## config.mk

```make
export PLATFORM = sky130hd
export DESIGN_NAME = aie_top
export DESIGN_NICKNAME = d
export VERILOG_FILES = /design/src/rtl/aie_pkg.sv /design/src/rtl/aie_sync.sv /design/src/rtl/aie_top.sv
export VERILOG_INCLUDE_DIRS = /design/src /design/src/rtl
export SDC_FILE = /design/constraint.sdc
export NUM_CORES = 1
export LEC_CHECK = 0
export BUFFER_PORTS_ARGS = -buffer_cell sky130_fd_sc_hd__buf_4
export CORE_MARGIN = 2
export CORE_UTILIZATION = 50
export DETAILED_ROUTE_END_ITERATION = 8
export PLACE_DENSITY = 0.67
export SYNTH_ARGS = -nofsm -noshare
export SYNTH_HDL_FRONTEND = slang
export SYNTH_HIERARCHICAL = 1
export SYNTH_SLANG_ARGS = --single-unit
```

## constraint.sdc

```tcl
create_clock -name sys_clk -period 5.7 [get_ports sys_clk]
set_input_delay 0.855 -clock sys_clk [delete_from_list [all_inputs] [get_ports sys_clk]]
set_output_delay 0.855 -clock sys_clk [all_outputs]
set_load 0.02 [all_outputs]
```

## src/rtl/aie_consts.svh

```systemverilog
// Named constants for the aggregated interrupt expander.
// Assumes inclusion by bare name from files under rtl/.
`ifndef AIE_CONSTS_SVH
`define AIE_CONSTS_SVH

// ****************************************
// Register pointers on the two-wire port
// ****************************************
`define AIE_REG_FLAGS 8'h00
`define AIE_REG_ENABLE 8'h01
`define AIE_REG_PENDING 8'h02

// ****************************************
// Reset values and link constants
// ****************************************
`define AIE_ENABLE_RST 8'h00
`define AIE_FLAGS_RST 8'h00
`define AIE_UNMAPPED_READ 8'h00
`define AIE_TARGET_ADDR 7'h2a
`define AIE_CNT_ZERO 4'h0
`define AIE_CNT_ONE 4'h1
`define AIE_CNT_BYTE 4'h8
`define AIE_PTR_STEP 8'h01

`endif

```

## src/rtl/aie_pkg.sv

```systemverilog
// Types shared by the aggregated interrupt expander.
// Assumes no other package is needed.
package aie_pkg;

   // ****************************************
   // Two-wire target sequencer states
   // ****************************************
   typedef enum logic [6:0] {
      AIE_IDLE  = 7'b0000001,
      AIE_ADDR  = 7'b0000010,
      AIE_PTR   = 7'b0000100,
      AIE_WDATA = 7'b0001000,
      AIE_ACK   = 7'b0010000,
      AIE_RDATA = 7'b0100000,
      AIE_RACK  = 7'b1000000
   } aie_state_t;

endpackage

```

## src/rtl/aie_sync.sv

```systemverilog
// Two-flop synchroniser for levels arriving from outside sys_clk.
// Assumes the input changes slowly compared with the clock.
`timescale 1ns/100ps
`default_nettype none

module aie_sync #(
   parameter int W = 1,
   parameter logic [W-1:0] RST_VAL = '0
) (
   // Clock, reset and enable.
   input wire logic sys_clk,
   input wire logic reset,
   input wire logic ce,
   // Asynchronous level in, synchronised level out.
   input wire logic [W-1:0] d,
   output logic [W-1:0] q
);

   logic [W-1:0] meta_reg;
   logic [W-1:0] meta_next;
   logic [W-1:0] q_reg;
   logic [W-1:0] q_next;

   // The first stage feeds only the second stage.
   always_comb begin
      meta_next = ce ? d : meta_reg;
      q_next = ce ? meta_reg : q_reg;
   end

   // Reset to the idle level of the line so no false edge follows reset.
   always_ff @(posedge sys_clk or posedge reset) begin
      if (reset) begin
         meta_reg <= RST_VAL;
         q_reg <= RST_VAL;
      end else begin
         meta_reg <= meta_next;
         q_reg <= q_next;
      end
   end

   assign q = q_reg;

endmodule
`default_nettype wire

```

## src/rtl/aie_top.sv

```systemverilog
// Interrupt aggregation with a two-wire target port for flags and enables.
// Assumes internal events are one-cycle pulses on sys_clk and external
// event lines and the bus pins are asynchronous levels.
`timescale 1ns/100ps
`default_nettype none
`include "aie_consts.svh"

module aie_top
   import aie_pkg::*;
#(
   parameter int INT_SRC = 3,
   parameter int EXT_SRC = 2,
   parameter logic [6:0] TARGET_ADDR = `AIE_TARGET_ADDR
) (
   // Clock, reset and enable.
   input wire logic sys_clk,
   input wire logic reset,
   input wire logic ce,
   // Event sources: internal pulses, external asynchronous levels.
   input wire logic [INT_SRC-1:0] int_evt,
   input wire logic [EXT_SRC-1:0] ext_evt,
   // Two-wire target pins; data line is open drain.
   input wire logic scl_in,
   input wire logic sda_in,
   output logic sda_out,
   output logic sda_oe_n,
   // Interrupt request to the host.
   output logic irq_out
);

   localparam int NSRC = INT_SRC + EXT_SRC;

   // ****************************************
   // Input synchronisation
   // ****************************************
   logic [1:0] bus_s;
   logic [EXT_SRC-1:0] ext_s;
   logic scl_s;
   logic sda_s;

   aie_sync #(.W(2), .RST_VAL(2'b11)) u_bus_sync (
      .sys_clk(sys_clk),
      .reset(reset),
      .ce(ce),
      .d({scl_in, sda_in}),
      .q(bus_s)
   );

   aie_sync #(.W(EXT_SRC), .RST_VAL('0)) u_ext_sync (
      .sys_clk(sys_clk),
      .reset(reset),
      .ce(ce),
      .d(ext_evt),
      .q(ext_s)
   );

   assign scl_s = bus_s[1];
   assign sda_s = bus_s[0];

   // ****************************************
   // Line edge detection
   // ****************************************
   logic scl_d_reg;
   logic scl_d_next;
   logic sda_d_reg;
   logic sda_d_next;
   logic [EXT_SRC-1:0] ext_d_reg;
   logic [EXT_SRC-1:0] ext_d_next;
   logic scl_rise;
   logic scl_fall;
   logic bus_start;
   logic bus_stop;
   logic [EXT_SRC-1:0] ext_rise;

   // Delayed copies for edges; start and stop need scl held high.
   always_comb begin
      scl_d_next = ce ? scl_s : scl_d_reg;
      sda_d_next = ce ? sda_s : sda_d_reg;
      ext_d_next = ce ? ext_s : ext_d_reg;
      scl_rise = scl_s & ~scl_d_reg;
      scl_fall = ~scl_s & scl_d_reg;
      bus_start = scl_s & scl_d_reg & ~sda_s & sda_d_reg;
      bus_stop = scl_s & scl_d_reg & sda_s & ~sda_d_reg;
      ext_rise = ext_s & ~ext_d_reg;
   end

   always_ff @(posedge sys_clk or posedge reset) begin
      if (reset) begin
         scl_d_reg <= 1'b1;
         sda_d_reg <= 1'b1;
         ext_d_reg <= '0;
      end else begin
         scl_d_reg <= scl_d_next;
         sda_d_reg <= sda_d_next;
         ext_d_reg <= ext_d_next;
      end
   end

   // ****************************************
   // Interrupt state
   // ****************************************
   logic [NSRC-1:0] flags_reg;
   logic [NSRC-1:0] flags_next;
   logic [NSRC-1:0] enable_reg;
   logic [NSRC-1:0] enable_next;
   logic irq_reg;
   logic irq_next;
   logic wr_en;
   logic [7:0] wr_addr;
   logic [7:0] wr_data;

   // Register read view; unmapped pointers read as zero.
   function automatic logic [7:0] rd_byte(input logic [7:0] a);
      logic [7:0] r;
      r = `AIE_UNMAPPED_READ;
      case (a)
         `AIE_REG_FLAGS: r[NSRC-1:0] = flags_reg;
         `AIE_REG_ENABLE: r[NSRC-1:0] = enable_reg;
         `AIE_REG_PENDING: r[NSRC-1:0] = flags_reg & enable_reg;
         default: r = `AIE_UNMAPPED_READ;
      endcase
      return r;
   endfunction

   // Events latch only when enabled; a new event beats a same-cycle clear,
   // so no event is lost while the host is acknowledging another.
   always_comb begin
      logic [NSRC-1:0] set;
      logic [NSRC-1:0] clr;
      set = {ext_rise, int_evt} & enable_reg;
      clr = '0;
      enable_next = enable_reg;
      if (wr_en && (wr_addr == `AIE_REG_FLAGS)) begin
         clr = wr_data[NSRC-1:0];
      end
      if (wr_en && (wr_addr == `AIE_REG_ENABLE)) begin
         enable_next = wr_data[NSRC-1:0];
      end
      flags_next = (flags_reg & ~clr) | set;
      irq_next = |(flags_next & enable_next);
      if (!ce) begin
         flags_next = flags_reg;
         enable_next = enable_reg;
         irq_next = irq_reg;
      end
   end

   always_ff @(posedge sys_clk or posedge reset) begin
      if (reset) begin
         flags_reg <= NSRC'(`AIE_FLAGS_RST);
         enable_reg <= NSRC'(`AIE_ENABLE_RST);
         irq_reg <= 1'b0;
      end else begin
         flags_reg <= flags_next;
         enable_reg <= enable_next;
         irq_reg <= irq_next;
      end
   end

   assign irq_out = irq_reg;

   // ****************************************
   // Two-wire target sequencer
   // ****************************************
   aie_state_t state_reg;
   aie_state_t state_next;
   aie_state_t after_reg;
   aie_state_t after_next;
   logic [3:0] cnt_reg;
   logic [3:0] cnt_next;
   logic [7:0] shift_reg;
   logic [7:0] shift_next;
   logic [7:0] ptr_reg;
   logic [7:0] ptr_next;
   logic oe_n_reg;
   logic oe_n_next;
   logic nack_reg;
   logic nack_next;

   // Bits are sampled on scl rise and driven on scl fall; start or stop
   // aborts any transfer, which is the only access path to the registers.
   always_comb begin
      logic [7:0] tx;
      tx = rd_byte(ptr_reg);
      state_next = state_reg;
      after_next = after_reg;
      cnt_next = cnt_reg;
      shift_next = shift_reg;
      ptr_next = ptr_reg;
      oe_n_next = oe_n_reg;
      nack_next = nack_reg;
      wr_en = 1'b0;
      wr_addr = ptr_reg;
      wr_data = shift_reg;
      if (!ce) begin
         wr_en = 1'b0;
      end else if (bus_start) begin
         state_next = AIE_ADDR;
         cnt_next = `AIE_CNT_ZERO;
         oe_n_next = 1'b1;
      end else if (bus_stop) begin
         state_next = AIE_IDLE;
         oe_n_next = 1'b1;
      end else begin
         case (state_reg)
            AIE_ADDR, AIE_PTR, AIE_WDATA: begin
               if (scl_rise && (cnt_reg != `AIE_CNT_BYTE)) begin
                  shift_next = {shift_reg[6:0], sda_s};
                  cnt_next = 4'(cnt_reg + `AIE_CNT_ONE);
               end else if (scl_fall && (cnt_reg == `AIE_CNT_BYTE)) begin
                  oe_n_next = 1'b0;
                  state_next = AIE_ACK;
                  if (state_reg == AIE_ADDR) begin
                     if (shift_reg[7:1] != TARGET_ADDR) begin
                        oe_n_next = 1'b1;
                        state_next = AIE_IDLE;
                     end else if (shift_reg[0]) begin
                        after_next = AIE_RDATA;
                     end else begin
                        after_next = AIE_PTR;
                     end
                  end else if (state_reg == AIE_PTR) begin
                     ptr_next = shift_reg;
                     after_next = AIE_WDATA;
                  end else begin
                     wr_en = 1'b1;
                     ptr_next = 8'(ptr_reg + `AIE_PTR_STEP);
                     after_next = AIE_WDATA;
                  end
               end
            end
            AIE_ACK: begin
               if (scl_fall) begin
                  state_next = after_reg;
                  cnt_next = `AIE_CNT_ZERO;
                  oe_n_next = 1'b1;
                  if (after_reg == AIE_RDATA) begin
                     shift_next = tx;
                     oe_n_next = tx[7];
                     cnt_next = `AIE_CNT_ONE;
                  end
               end
            end
            AIE_RDATA: begin
               if (scl_fall) begin
                  if (cnt_reg == `AIE_CNT_BYTE) begin
                     oe_n_next = 1'b1;
                     state_next = AIE_RACK;
                  end else begin
                     oe_n_next = shift_reg[6];
                     shift_next = {shift_reg[6:0], 1'b0};
                     cnt_next = 4'(cnt_reg + `AIE_CNT_ONE);
                  end
               end
            end
            AIE_RACK: begin
               if (scl_rise) begin
                  nack_next = sda_s;
               end else if (scl_fall) begin
                  if (nack_reg) begin
                     state_next = AIE_IDLE;
                  end else begin
                     // Reading never clears a flag; only a write does.
                     ptr_next = 8'(ptr_reg + `AIE_PTR_STEP);
                     tx = rd_byte(8'(ptr_reg + `AIE_PTR_STEP));
                     shift_next = tx;
                     oe_n_next = tx[7];
                     cnt_next = `AIE_CNT_ONE;
                     state_next = AIE_RDATA;
                  end
               end
            end
            AIE_IDLE: begin
               oe_n_next = 1'b1;
            end
            default: begin
               state_next = AIE_IDLE;
               oe_n_next = 1'b1;
            end
         endcase
      end
   end

   always_ff @(posedge sys_clk or posedge reset) begin
      if (reset) begin
         state_reg <= AIE_IDLE;
         after_reg <= AIE_IDLE;
         cnt_reg <= `AIE_CNT_ZERO;
         shift_reg <= `AIE_UNMAPPED_READ;
         ptr_reg <= `AIE_REG_FLAGS;
         oe_n_reg <= 1'b1;
         nack_reg <= 1'b1;
      end else begin
         state_reg <= state_next;
         after_reg <= after_next;
         cnt_reg <= cnt_next;
         shift_reg <= shift_next;
         ptr_reg <= ptr_next;
         oe_n_reg <= oe_n_next;
         nack_reg <= nack_next;
      end
   end

   // Open drain: the line is only ever pulled low.
   assign sda_out = 1'b0;
   assign sda_oe_n = oe_n_reg;

endmodule
`default_nettype wire

```

==> results of run 1 <==
[worst paths after layout]
| kind | endpoint | slack (ns) | from | cells past startpoint |
|---|---|---|---|---|
| worst max-delay path | ptr_reg[0]$_DFFE_PP0P_ | 2.71 | state_reg[1]$_DFFE_PP0P_ | 6 |
| worst min-delay path | u_ext_sync/meta_reg[0]$_DFFE_PP0P_ | 0.42 | reset | 2 |
| worst max register to register | ptr_reg[0]$_DFFE_PP0P_ | 2.71 | state_reg[1]$_DFFE_PP0P_ | 6 |
| worst min register to register | after_reg[0]$_DFFE_PP1P_ | 0.50 | after_reg[0]$_DFFE_PP1P_ | 1 |
| max in group asynchronous | state_reg[3]$_DFFE_PP0P_ | 4.27 | reset | 2 |
| min in group sys_clk | after_reg[0]$_DFFE_PP1P_ | 0.50 | after_reg[0]$_DFFE_PP1P_ | 1 |
[per-stage QoR]
stage / hold slack, ns / power [uW] / instance area [sq um] / setup slack, ns
6_report: 0.4214 / 1200 / 3874 / 2.710
5_1_grt: 0.4347 / 1281 / 3874 / 2.437
4_1_cts: 0.4203 / 1208 / 3874 / 2.732
3_5_place_dp: 0.4840 / 932.7 / 3757 / 2.760
3_3_place_gp: 0.4839 / 927.1 / 3757 / 2.822
2_1_floorplan: 0.4708 / 848.9 / 3670 / 3.288
[critical path, stage by stage (launching register included)]
cell and delay [ns]:
dfrtp_1 0.52, or4_1 0.73, nor3_4 0.27, nand2_2 0.10, a2111oi_4 0.97, nand4_1 0.21, o211ai_2 0.10
[Yosys cell counts (all sizes together) (3+ instances only)]
cell type	instances	area share
a21boi	3	0.0061
a21o	13	0.027
a21oi	20	0.028
a221oi	3	0.0072
a22o	6	0.014
a22oi	7	0.014
and3	3	0.0051
and4	3	0.0072
buf	8	0.017
clkbuf	15	0.015
dfrtp	46	0.31
dfstp	10	0.072
ha	7	0.024
inv	16	0.016
mux2	24	0.079
mux2i	6	0.016
nand2	35	0.036
nand2b	6	0.010
nand3	15	0.020
nand4	4	0.011
nor2	21	0.022
nor2b	7	0.012
nor3	8	0.014
nor4	9	0.021
nor4b	4	0.0095
o211ai	4	0.0095
o21ai	22	0.035
o22ai	3	0.0051
or4	5	0.011
[layer usage]
| layer | GRT usage | vias up |
|---|---|---|
| li1 | - | 1420 |
| met1 | 0.3416 | 1451 |
| met2 | 0.3295 | 86 |
| met3 | 0.03931 | 10 |
| met4 | 0.05292 | 0 |
| met5 | 0 | - |
[area by class of cell]
type,count,area (sq um),area share
sequential,56,1414,0.3650
multi-input combinational,286,2077,0.5362
clock inverter,3,47.55,0.01227
timing repair buffer,11,82.58,0.02132
clock buffer,5,68.82,0.01776
inverter,16,60.06,0.01550
tap,99,123.9,0.03198
[kinds of logic after synthesis]
group | Yosys count | share of synthesized area
AND/OR/NAND/NOR | 134 | 0.2117
other | 1 | 0.001022
flip-flops | 56 | 0.3853
adder cells (fa/ha/maj) | 7 | 0.02387
multiplexers | 30 | 0.09513
AO/OA/AOI/OAI | 110 | 0.2247
buffers and inverters | 39 | 0.04875
XOR/XNOR | 4 | 0.009548
[power by group through the flow]
stage,logic [uW],registers [uW],clock network (uW)
6_report,378,551,271
5_1_grt,419,564,298
4_1_cts,378,550,281
3_5_place_dp,375,557,0
3_3_place_gp,374,553,0
2_1_floorplan,344,505,0
==> summary.md, run 1 <==
| Metric | Value |
|---|---|
| Outcome | complete, no violations |
| Max-slew headroom | 0.3087 |
| GRT Overall Usage | 0.2237 |
| Starting Density | 0.5114 |
| H-tree levels | 2 |
| Total Neg Setup Slack | 0 ns |
| Fin crit period | 2.990 ns |
| Final Skew | 0.01082 ns |
| Worst VDD drop | 0.1471 mV |
| CP endpoint kind | flip-flop |
| Routed via count | between 2000 and 3000 |
| Syn-to-layout area delta | 5.558% |
| GPL Wtd Cong | 0.8871 |
| Final ANT Viol Nets | 0 |
| Max Slew Vio Count | 0 |
| Final period util | 0.5246 |
| Global-route wire length before repair | 13.84 mm |
| Non-filler cells in the finished layout | 476 |
| Gr ovfl total | 0 |
| Data arrival, critical path | 3.23 ns |
| Clock Power Share | 0.226 |
| Leak pwr | 0.001704 uW |
| CTS tree | built |
| Share of layout cells above drive strength 1 | 0.1989 |
| RSZ-0062 raised after global routing | no |
| Worst skew pair latency | ~0.32 ns |
| Startpoint types | flip-flop |
| Int Power | around 760 uW |
| Met1 Wirelength | 4.113 mm |
| Max cap viols | 0 |
| Initial antenna violation count | 0 |
| NetSw | 442.4 uW |
| Most frequent cells in the layout | dfrtp_1 (46), nand2_1 (34), nor2_1 (20) |
| Width of the die | between 80 and 90 um |
| Rows | 31 |
| WL met2 | 3.728 mm |
| Setup CP Type | flip-flop to flip-flop |
| Routed len/inst | 17.63 um |
| Post-synth ARST share | 1.000 |
| Sw frac | 0.3686 |
| CP required | 5.94 ns |
| Highest Clock Rate | 334.4 MHz |
| Clock transition at path regs | 0.11 ns |
| Total Wirelength | 8.393 mm |
| Post-synthesis sequential area ratio | 0.3853 |
| Main synth FF type | dfrtp_1 |
| Post-synth EDFFs | 0 |
| Die Y | 89.67 um |
| I/O Buffers | 11 |
| Vias in the first global route | between 2000 and 3000 |
| Gate Count Post-Synth | 381 |
| Vias per Instance | 6.233 |
| Setup violations, final | 0 |
| Post-DP HPWL | approximately 5.9 mm |
| Max Buffers Root-to-Sink | 2 |
| Fin util | 0.5398 |
| Synth cell types | 79 |
| #FFs+latches synth | 56 |
| Total CTS buffers | 5 |
| Hold Buf Count CTS | 0 |
| YS warnings | 6 |
| Power density cells | a little over 300 nW/um^2 |
| Maximum fanout along the worst path | 17 |
| Setup Buffers After CTS | 0 |
| Post-Syn Area | 3670 sq um |
| Final-layout fill cell count | 639 |
| Drt first pass iters | 5 |
| Synth Net Count | about 400 |
| # diodes | 0 |
| Highest routed metal layer | met4 |
| Hold Vio Cnt, Final | 0 |
| Commonest non-fill, non-tap cell in the layout | dfrtp_1 |
| Clock root cell | clkbuf_8 |
| DRC errors left | 0 |
| Met3 WL | around 430 um |
| Core footprint | 7176 sq um |
| DRT iter0 DRCs | 234 |
| Worst hold path type | primary input to asynchronous set/reset pin |
| Dpl cells | 468 |
| Syn Area/Cell | 9.632 sq um |
| Nets | 393 |
| Combinational Power Share | 0.315 |
| Clk sinks | between 50 and 60 |
| Die area | roughly 8000 sq um |
| Largest net degree at the start of global routing | 49 |
| Top Ports | 13 |
| # resized after CTS | 0 |
| Worst-margin pin slew | about 1.0 ns |
| Sequential fraction of design power | 0.459 |
No activity file was read; power rests on OpenSTA's default activity.
==> run 2, diff against run 1 <==
clock period = 3.15 ns   (was 5.7 ns; I/O delays follow)
==> summary.md, run 2 (synthesis gave the netlist of run 1 again) <==
| Metric | Value |
|---|---|
| Outcome | complete, no violations (unchanged) |
| Post-DP HPWL | 5.767 mm (was 5.944 mm) |
| Nets | 396 (was 393) |
| Worst VDD drop | 0.2950 mV (was 0.1471 mV) |
| Die area | 8041 sq um (unchanged) |
| Largest net degree at the start of global routing | 49 (unchanged) |
| Startpoint types | flip-flop (unchanged) |
| Final period util | 0.8714 (was 0.5246) |
| RSZ-0062 raised after global routing | no (unchanged) |
| Clock root cell | clkbuf_8 (unchanged) |
| DRC errors left | 0 (unchanged) |
| WHS | 0.05052 ns (was 0.4214 ns) |
| Leak pwr | 0.001715 uW (was 0.001704 uW) |
| Worst skew pair latency | 0.31 ns (was 0.32 ns) |
| CTS tree | built (unchanged) |
| Initial antenna violation count | 0 (unchanged) |
| Vias per Instance | 6.257 (was 6.233) |
| Max cap viols | 0 (unchanged) |
| Critical R2R Capture | shift_reg[3]$_DFFE_PP0P_ (was ptr_reg[0]$_DFFE_PP0P_) |
| Seq. cell area | 1414 sq um (unchanged) |
| Total CTS buffers | 5 (unchanged) |
| Setup CP Type | flip-flop to flip-flop (unchanged) |
| Dpl cells | 471 (was 468) |
| CP Launch Point | state_reg[1]$_DFFE_PP0P_ (unchanged) |
| Total power | 2160 uW (was 1200 uW) |
| GRT Overall Usage | 0.2219 (was 0.2237) |
| Worst setup endpoint | shift_reg[3]$_DFFE_PP0P_ (was ptr_reg[0]$_DFFE_PP0P_) |
| Setup violations, final | 0 (unchanged) |
| Gr ovfl total | 0 (unchanged) |
| Setup Buffers After CTS | 0 (unchanged) |
| I/O Buffers | 11 (unchanged) |
| Die Y | 89.67 um (unchanged) |
| Non-filler cells in the finished layout | 479 (was 476) |
| Clock transition at path regs | 0.11 ns (about the same) |
| Cells on worst reg2reg path | 6 (unchanged) |
| Share of layout cells above drive strength 1 | 0.2000 (was 0.1989) |
| Core footprint | 7176 sq um (unchanged) |
| Area of the multi-input gates | 2077 sq um (unchanged) |
| Fin crit period | 2.745 ns (was 2.990 ns) |
| Reg2reg setup slack | 0.41 ns (was 2.71 ns) |
| Total Neg Setup Slack | 0 ns (unchanged) |
| Worst hold path type | primary input to asynchronous set/reset pin (unchanged) |
| Data arrival, critical path | 2.99 ns (was 3.23 ns) |
| Setup WS post-layout | 0.4050 ns (was 2.710 ns) |
| Width of the die | 89.67 um (unchanged) |
| Global-route wire length before repair | 13.92 mm (was 13.84 mm) |
| CP endpoint kind | flip-flop (unchanged) |
| Max-slew headroom | 0.3091 (was 0.3087) |
| RR Startpoint | state_reg[1]$_DFFE_PP0P_ (unchanged) |
| Final ANT Viol Nets | 0 (unchanged) |
| Hold Buf Count CTS | 0 (unchanged) |
| CP required | 3.40 ns (was 5.94 ns) |
| Routed len/inst | 17.45 um (was 17.63 um) |
| Syn-to-layout area delta | 5.898% (was 5.558%) |
| GPL Wtd Cong | 0.8831 (was 0.8871) |
| Final Skew | 0.01601 ns (was 0.01082 ns) |
| Top Ports | 13 (unchanged) |
| Highest Clock Rate | 364.3 MHz (was 334.4 MHz) |
| Routed via count | 2997 (was 2967) |
| Most frequent cells in the layout | dfrtp_1 (46), nand2_1 (34), nor2_1 (20) (unchanged) |
| DRT iter0 DRCs | 254 (was 234) |
| Commonest non-fill, non-tap cell in the layout | dfrtp_1 (unchanged) |
| Power density cells | 555.9 nW/um^2 (was 309.9 nW/um^2) |
| Final-layout fill cell count | 657 (was 639) |
| Hold Vio Cnt, Final | 0 (unchanged) |
| Rows | 31 (unchanged) |
| # diodes | 0 (unchanged) |
| Worst-margin pin slew | 1.035 ns (was 1.037 ns) |
| Placement Setup Slack | 0.4595 ns (was 2.760 ns) |
| Drt first pass iters | 5 (unchanged) |
| Max Buffers Root-to-Sink | 2 (unchanged) |
| H-tree levels | 2 (unchanged) |
| Clk sinks | 56 (unchanged) |
| Vias in the first global route | 2756 (was 2637) |
| Total Wirelength | 8.360 mm (was 8.393 mm) |
| Starting Density | 0.5114 (unchanged) |
| Maximum fanout along the worst path | 12 (was 17) |
| Max Slew Vio Count | 0 (unchanged) |
| # resized after CTS | 0 (unchanged) |
-- run 2: how the worst min path moves through the flow --
stage,cells past startpoint,slack [ns],to
after floorplan,1,0.24,u_ext_sync/meta_reg[0]$_DFFE_PP0P_
after global placement,2,0.39,u_ext_sync/meta_reg[0]$_DFFE_PP0P_
after detailed placement,2,0.39,u_ext_sync/meta_reg[0]$_DFFE_PP0P_
after CTS,2,0.05,u_ext_sync/q[1]$_DFFE_PP0P_
after global routing,2,0.06,u_ext_sync/q[1]$_DFFE_PP0P_
final,2,0.05,u_ext_sync/meta_reg[1]$_DFFE_PP0P_
-- run 2: routing by layer --
metal,global-route usage,part of all wire
met2,0.3342,0.45
met5,0,0
met4,0.06513,0.023
met1,0.3349,0.47
met3,0.02742,0.055
-- run 2: power by group --
part,internal (uW),switching [uW]
Combinational,306,377
Sequential,826,174
Clock,239,240
Total,1370,790
-- run 2: final cells by class --
type,count,area share
inverters,16,0.01545
multi-input cells,286,0.5344
clock inverters,1,0.007727
flip-flops and latches,56,0.3638
repair buffers,14,0.02704
clock buffers,7,0.01964
well taps,99,0.03187
-- run 2: critical path, cell delays in order, from the launching register on --
cell and delay, ns:
dfrtp_1 0.52, or4_1 0.73, or4b_4 0.57, o2111a_1 0.21, o21ai_2 0.40, a2111oi_0 0.12, a21oi_1 0.13
-- run 2: per-stage QoR --
step | instance area (sq um) | utilization
2_1_floorplan | 3670 | -
3_3_place_gp | 3780 | 0.5268
3_5_place_dp | 3780 | 0.5268
4_1_cts | 3886 | 0.5416
5_1_grt | 3886 | 0.5416
6_report | 3886 | 0.5416
==> run 3, diff against run 2 <==
CORE_MARGIN = not set   (was 2)
CORE_UTILIZATION = 60   (was 50)
PLACE_DENSITY = 0.78   (was 0.67)
TNS_END_PERCENT = 10   (was not set)
==> summary.md, run 3 (synthesis gave the netlist of run 1 again) <==
| Metric | Value |
|---|---|
| CTS tree | built (unchanged) |
| Seq. cell area | 1414 sq um (unchanged) |
| Global-route wire length before repair | 13.43 mm (was 13.92 mm) |
| Startpoint types | flip-flop (unchanged) |
| Syn-to-layout area delta | 5.216% (was 5.898%) |
| Largest net degree at the start of global routing | 49 (unchanged) |
| Power density cells | 565.7 nW/um^2 (was 555.9 nW/um^2) |
| GPL Wtd Cong | 0.9646 (was 0.8831) |
| Setup WS post-layout | 0.3794 ns (was 0.4050 ns) |
| Clk sinks | 56 (unchanged) |
| Initial antenna violation count | 0 (unchanged) |
| GRT Overall Usage | 0.2725 (was 0.2219) |
| Final Skew | 0.01198 ns (was 0.01601 ns) |
| Fin crit period | 2.771 ns (was 2.745 ns) |
| Clock transition at path regs | 0.11 ns (about the same) |
| Highest Clock Rate | 360.9 MHz (was 364.3 MHz) |
| Combinational Power Share | 0.320 (was 0.316) |
| Die Y | 80.21 um (was 89.67 um) |
| Routed len/inst | 18.16 um (was 17.45 um) |
| Worst path cell trace | or4_1 -> or4b_4 -> o2111a_1 -> o21ai_2 -> a2111oi_0 -> a21oi_1 (unchanged) |
| Critical Path Max Stage Delay | 0.74 ns (was 0.73 ns) |
| Vias per Instance | 6.780 (was 6.257) |
| Outcome | complete, no violations (unchanged) |
| Core footprint | 5921 sq um (was 7176 sq um) |
| Total CTS buffers | 5 (unchanged) |
| Leak pwr | 0.001718 uW (was 0.001715 uW) |
| Final-layout fill cell count | 475 (was 657) |
| DRC errors left | 0 (unchanged) |
| Total Wirelength | 8.261 mm (was 8.360 mm) |
| DRT iter0 DRCs | 316 (was 254) |
| # resized after CTS | 0 (unchanged) |
| Crit-path slowest cell | or4_1 (unchanged) |
| Hold Buf Count CTS | 0 (unchanged) |
| Max-slew headroom | 0.3305 (was 0.3091) |
| H-tree levels | 2 (unchanged) |
| Worst hold path type | primary input to asynchronous set/reset pin (unchanged) |
| Sw frac | 0.3712 (was 0.3656) |
| Nets | 396 (unchanged) |
| Post-DP HPWL | 5.865 mm (was 5.767 mm) |
| Total Neg Setup Slack | 0 ns (unchanged) |
| Data arrival, critical path | 3.02 ns (was 2.99 ns) |
| Starting Density | 0.6198 (was 0.5114) |
| Clock root cell | clkbuf_8 (unchanged) |
| Final ANT Viol Nets | 0 (unchanged) |
| Placement Setup Slack | 0.4315 ns (was 0.4595 ns) |
| Worst VDD drop | 0.2884 mV (was 0.2950 mV) |
| CP endpoint kind | flip-flop (unchanged) |
| Most frequent cells in the layout | dfrtp_1 (46), nand2_1 (34), nor2_1 (20) (unchanged) |
| I/O Buffers | 11 (unchanged) |
| Drt first pass iters | 5 (unchanged) |
| Gr ovfl total | 0 (unchanged) |
| Setup violations, final | 0 (unchanged) |
| Clock Power Share | 0.221 (about the same) |
| Area of the multi-input gates | 2077 sq um (unchanged) |
| CP required | 3.40 ns (about the same) |
| Setup Buffers After CTS | 0 (unchanged) |
| Share of layout cells above drive strength 1 | 0.2026 (was 0.2000) |
| Setup CP Type | flip-flop to flip-flop (unchanged) |
| NetSw | 810.8 uW (was 789.8 uW) |
| Sequential fraction of design power | 0.459 (was 0.463) |
| RSZ-0062 raised after global routing | no (unchanged) |
| Worst-margin pin slew | 1.003 ns (was 1.035 ns) |
| Rows | 28 (was 31) |
| Width of the die | 80.21 um (was 89.67 um) |
| Top Ports | 13 (unchanged) |
| Max Slew Vio Count | 0 (unchanged) |
| Maximum fanout along the worst path | 12 (unchanged) |
| Final period util | 0.8795 (was 0.8714) |
| Commonest non-fill, non-tap cell in the layout | dfrtp_1 (unchanged) |
| # diodes | 0 (unchanged) |
| Max Buffers Root-to-Sink | 2 (unchanged) |
| Routed via count | 3085 (was 2997) |
| Die area | 6433 sq um (was 8041 sq um) |
| Vias in the first global route | 2706 (was 2756) |
| Hold Vio Cnt, Final | 0 (unchanged) |
| Max cap viols | 0 (unchanged) |
| Int Power | 1373 uW (was 1370 uW) |
| Worst skew pair latency | 0.32 ns (was 0.31 ns) |
[run 3: cell count changes in the layout (fill, tap and decap cells not counted)]
cell	before	now
clkbuf_1	2	1
inv_6	0	1
[run 3: routing by layer]
layer  track usage  share of wire
met1        0.3894           0.45
met2        0.4248           0.45
met3       0.03864          0.075
met4       0.08750          0.029
met5             0              0
[run 3: critical path, delay by kind of cell, from the launching register on]
family          cells  cell delay (ns)
simple gates        2             1.31
compound gates      4             0.86
flops               1             0.53
[run 3: worst paths after layout]
kind,depth (start not counted),slack [ns],from,to
worst min register to register,1,0.51,u_ext_sync/meta_reg[1]$_DFFE_PP0P_,u_ext_sync/q[1]$_DFFE_PP0P_
worst min-delay path,2,0.05,reset,u_ext_sync/meta_reg[1]$_DFFE_PP0P_
worst max-delay path,6,0.38,state_reg[1]$_DFFE_PP0P_,shift_reg[3]$_DFFE_PP0P_
min in group sys_clk,2,0.39,ext_evt[1],u_ext_sync/meta_reg[1]$_DFFE_PP0P_
worst max register to register,6,0.38,state_reg[1]$_DFFE_PP0P_,shift_reg[3]$_DFFE_PP0P_
max in group asynchronous,2,2.13,reset,shift_reg[2]$_DFFE_PP0P_
[run 3: metrics by stage]
| step | hold WS [ns] | total power (uW) | cells | util | instance area (sq um) |
|---|---|---|---|---|---|
| 5_1_grt | 0.06999 | 2304 | 455 | 0.6522 | 3861 |
| 2_1_floorplan | 0.2386 | 1536 | 381 | - | 3670 |
| 6_report | 0.04559 | 2184 | 455 | 0.6522 | 3861 |
| 3_5_place_dp | 0.3877 | 1700 | 447 | 0.6333 | 3750 |
| 4_1_cts | 0.04691 | 2179 | 455 | 0.6522 | 3861 |
| 3_3_place_gp | 0.3862 | 1664 | 447 | 0.6333 | 3750 |
[run 3: power groups by stage]
stage	registers (uW)	clock network, uW	logic (uW)
6_report	1000	483	698
5_1_grt	1020	514	766
4_1_cts	998	488	693
3_5_place_dp	1010	0	689
3_3_place_gp	1000	0	664
2_1_floorplan	914	0	622
[run 3: layout make-up]
type / count / area share
clock inverters: 2 / 0.01005
repair buffers: 14 / 0.02722
flip-flops and latches: 56 / 0.3662
well taps: 75 / 0.02430
inverters: 16 / 0.01555
multi-input cells: 286 / 0.5379
clock buffers: 6 / 0.01879
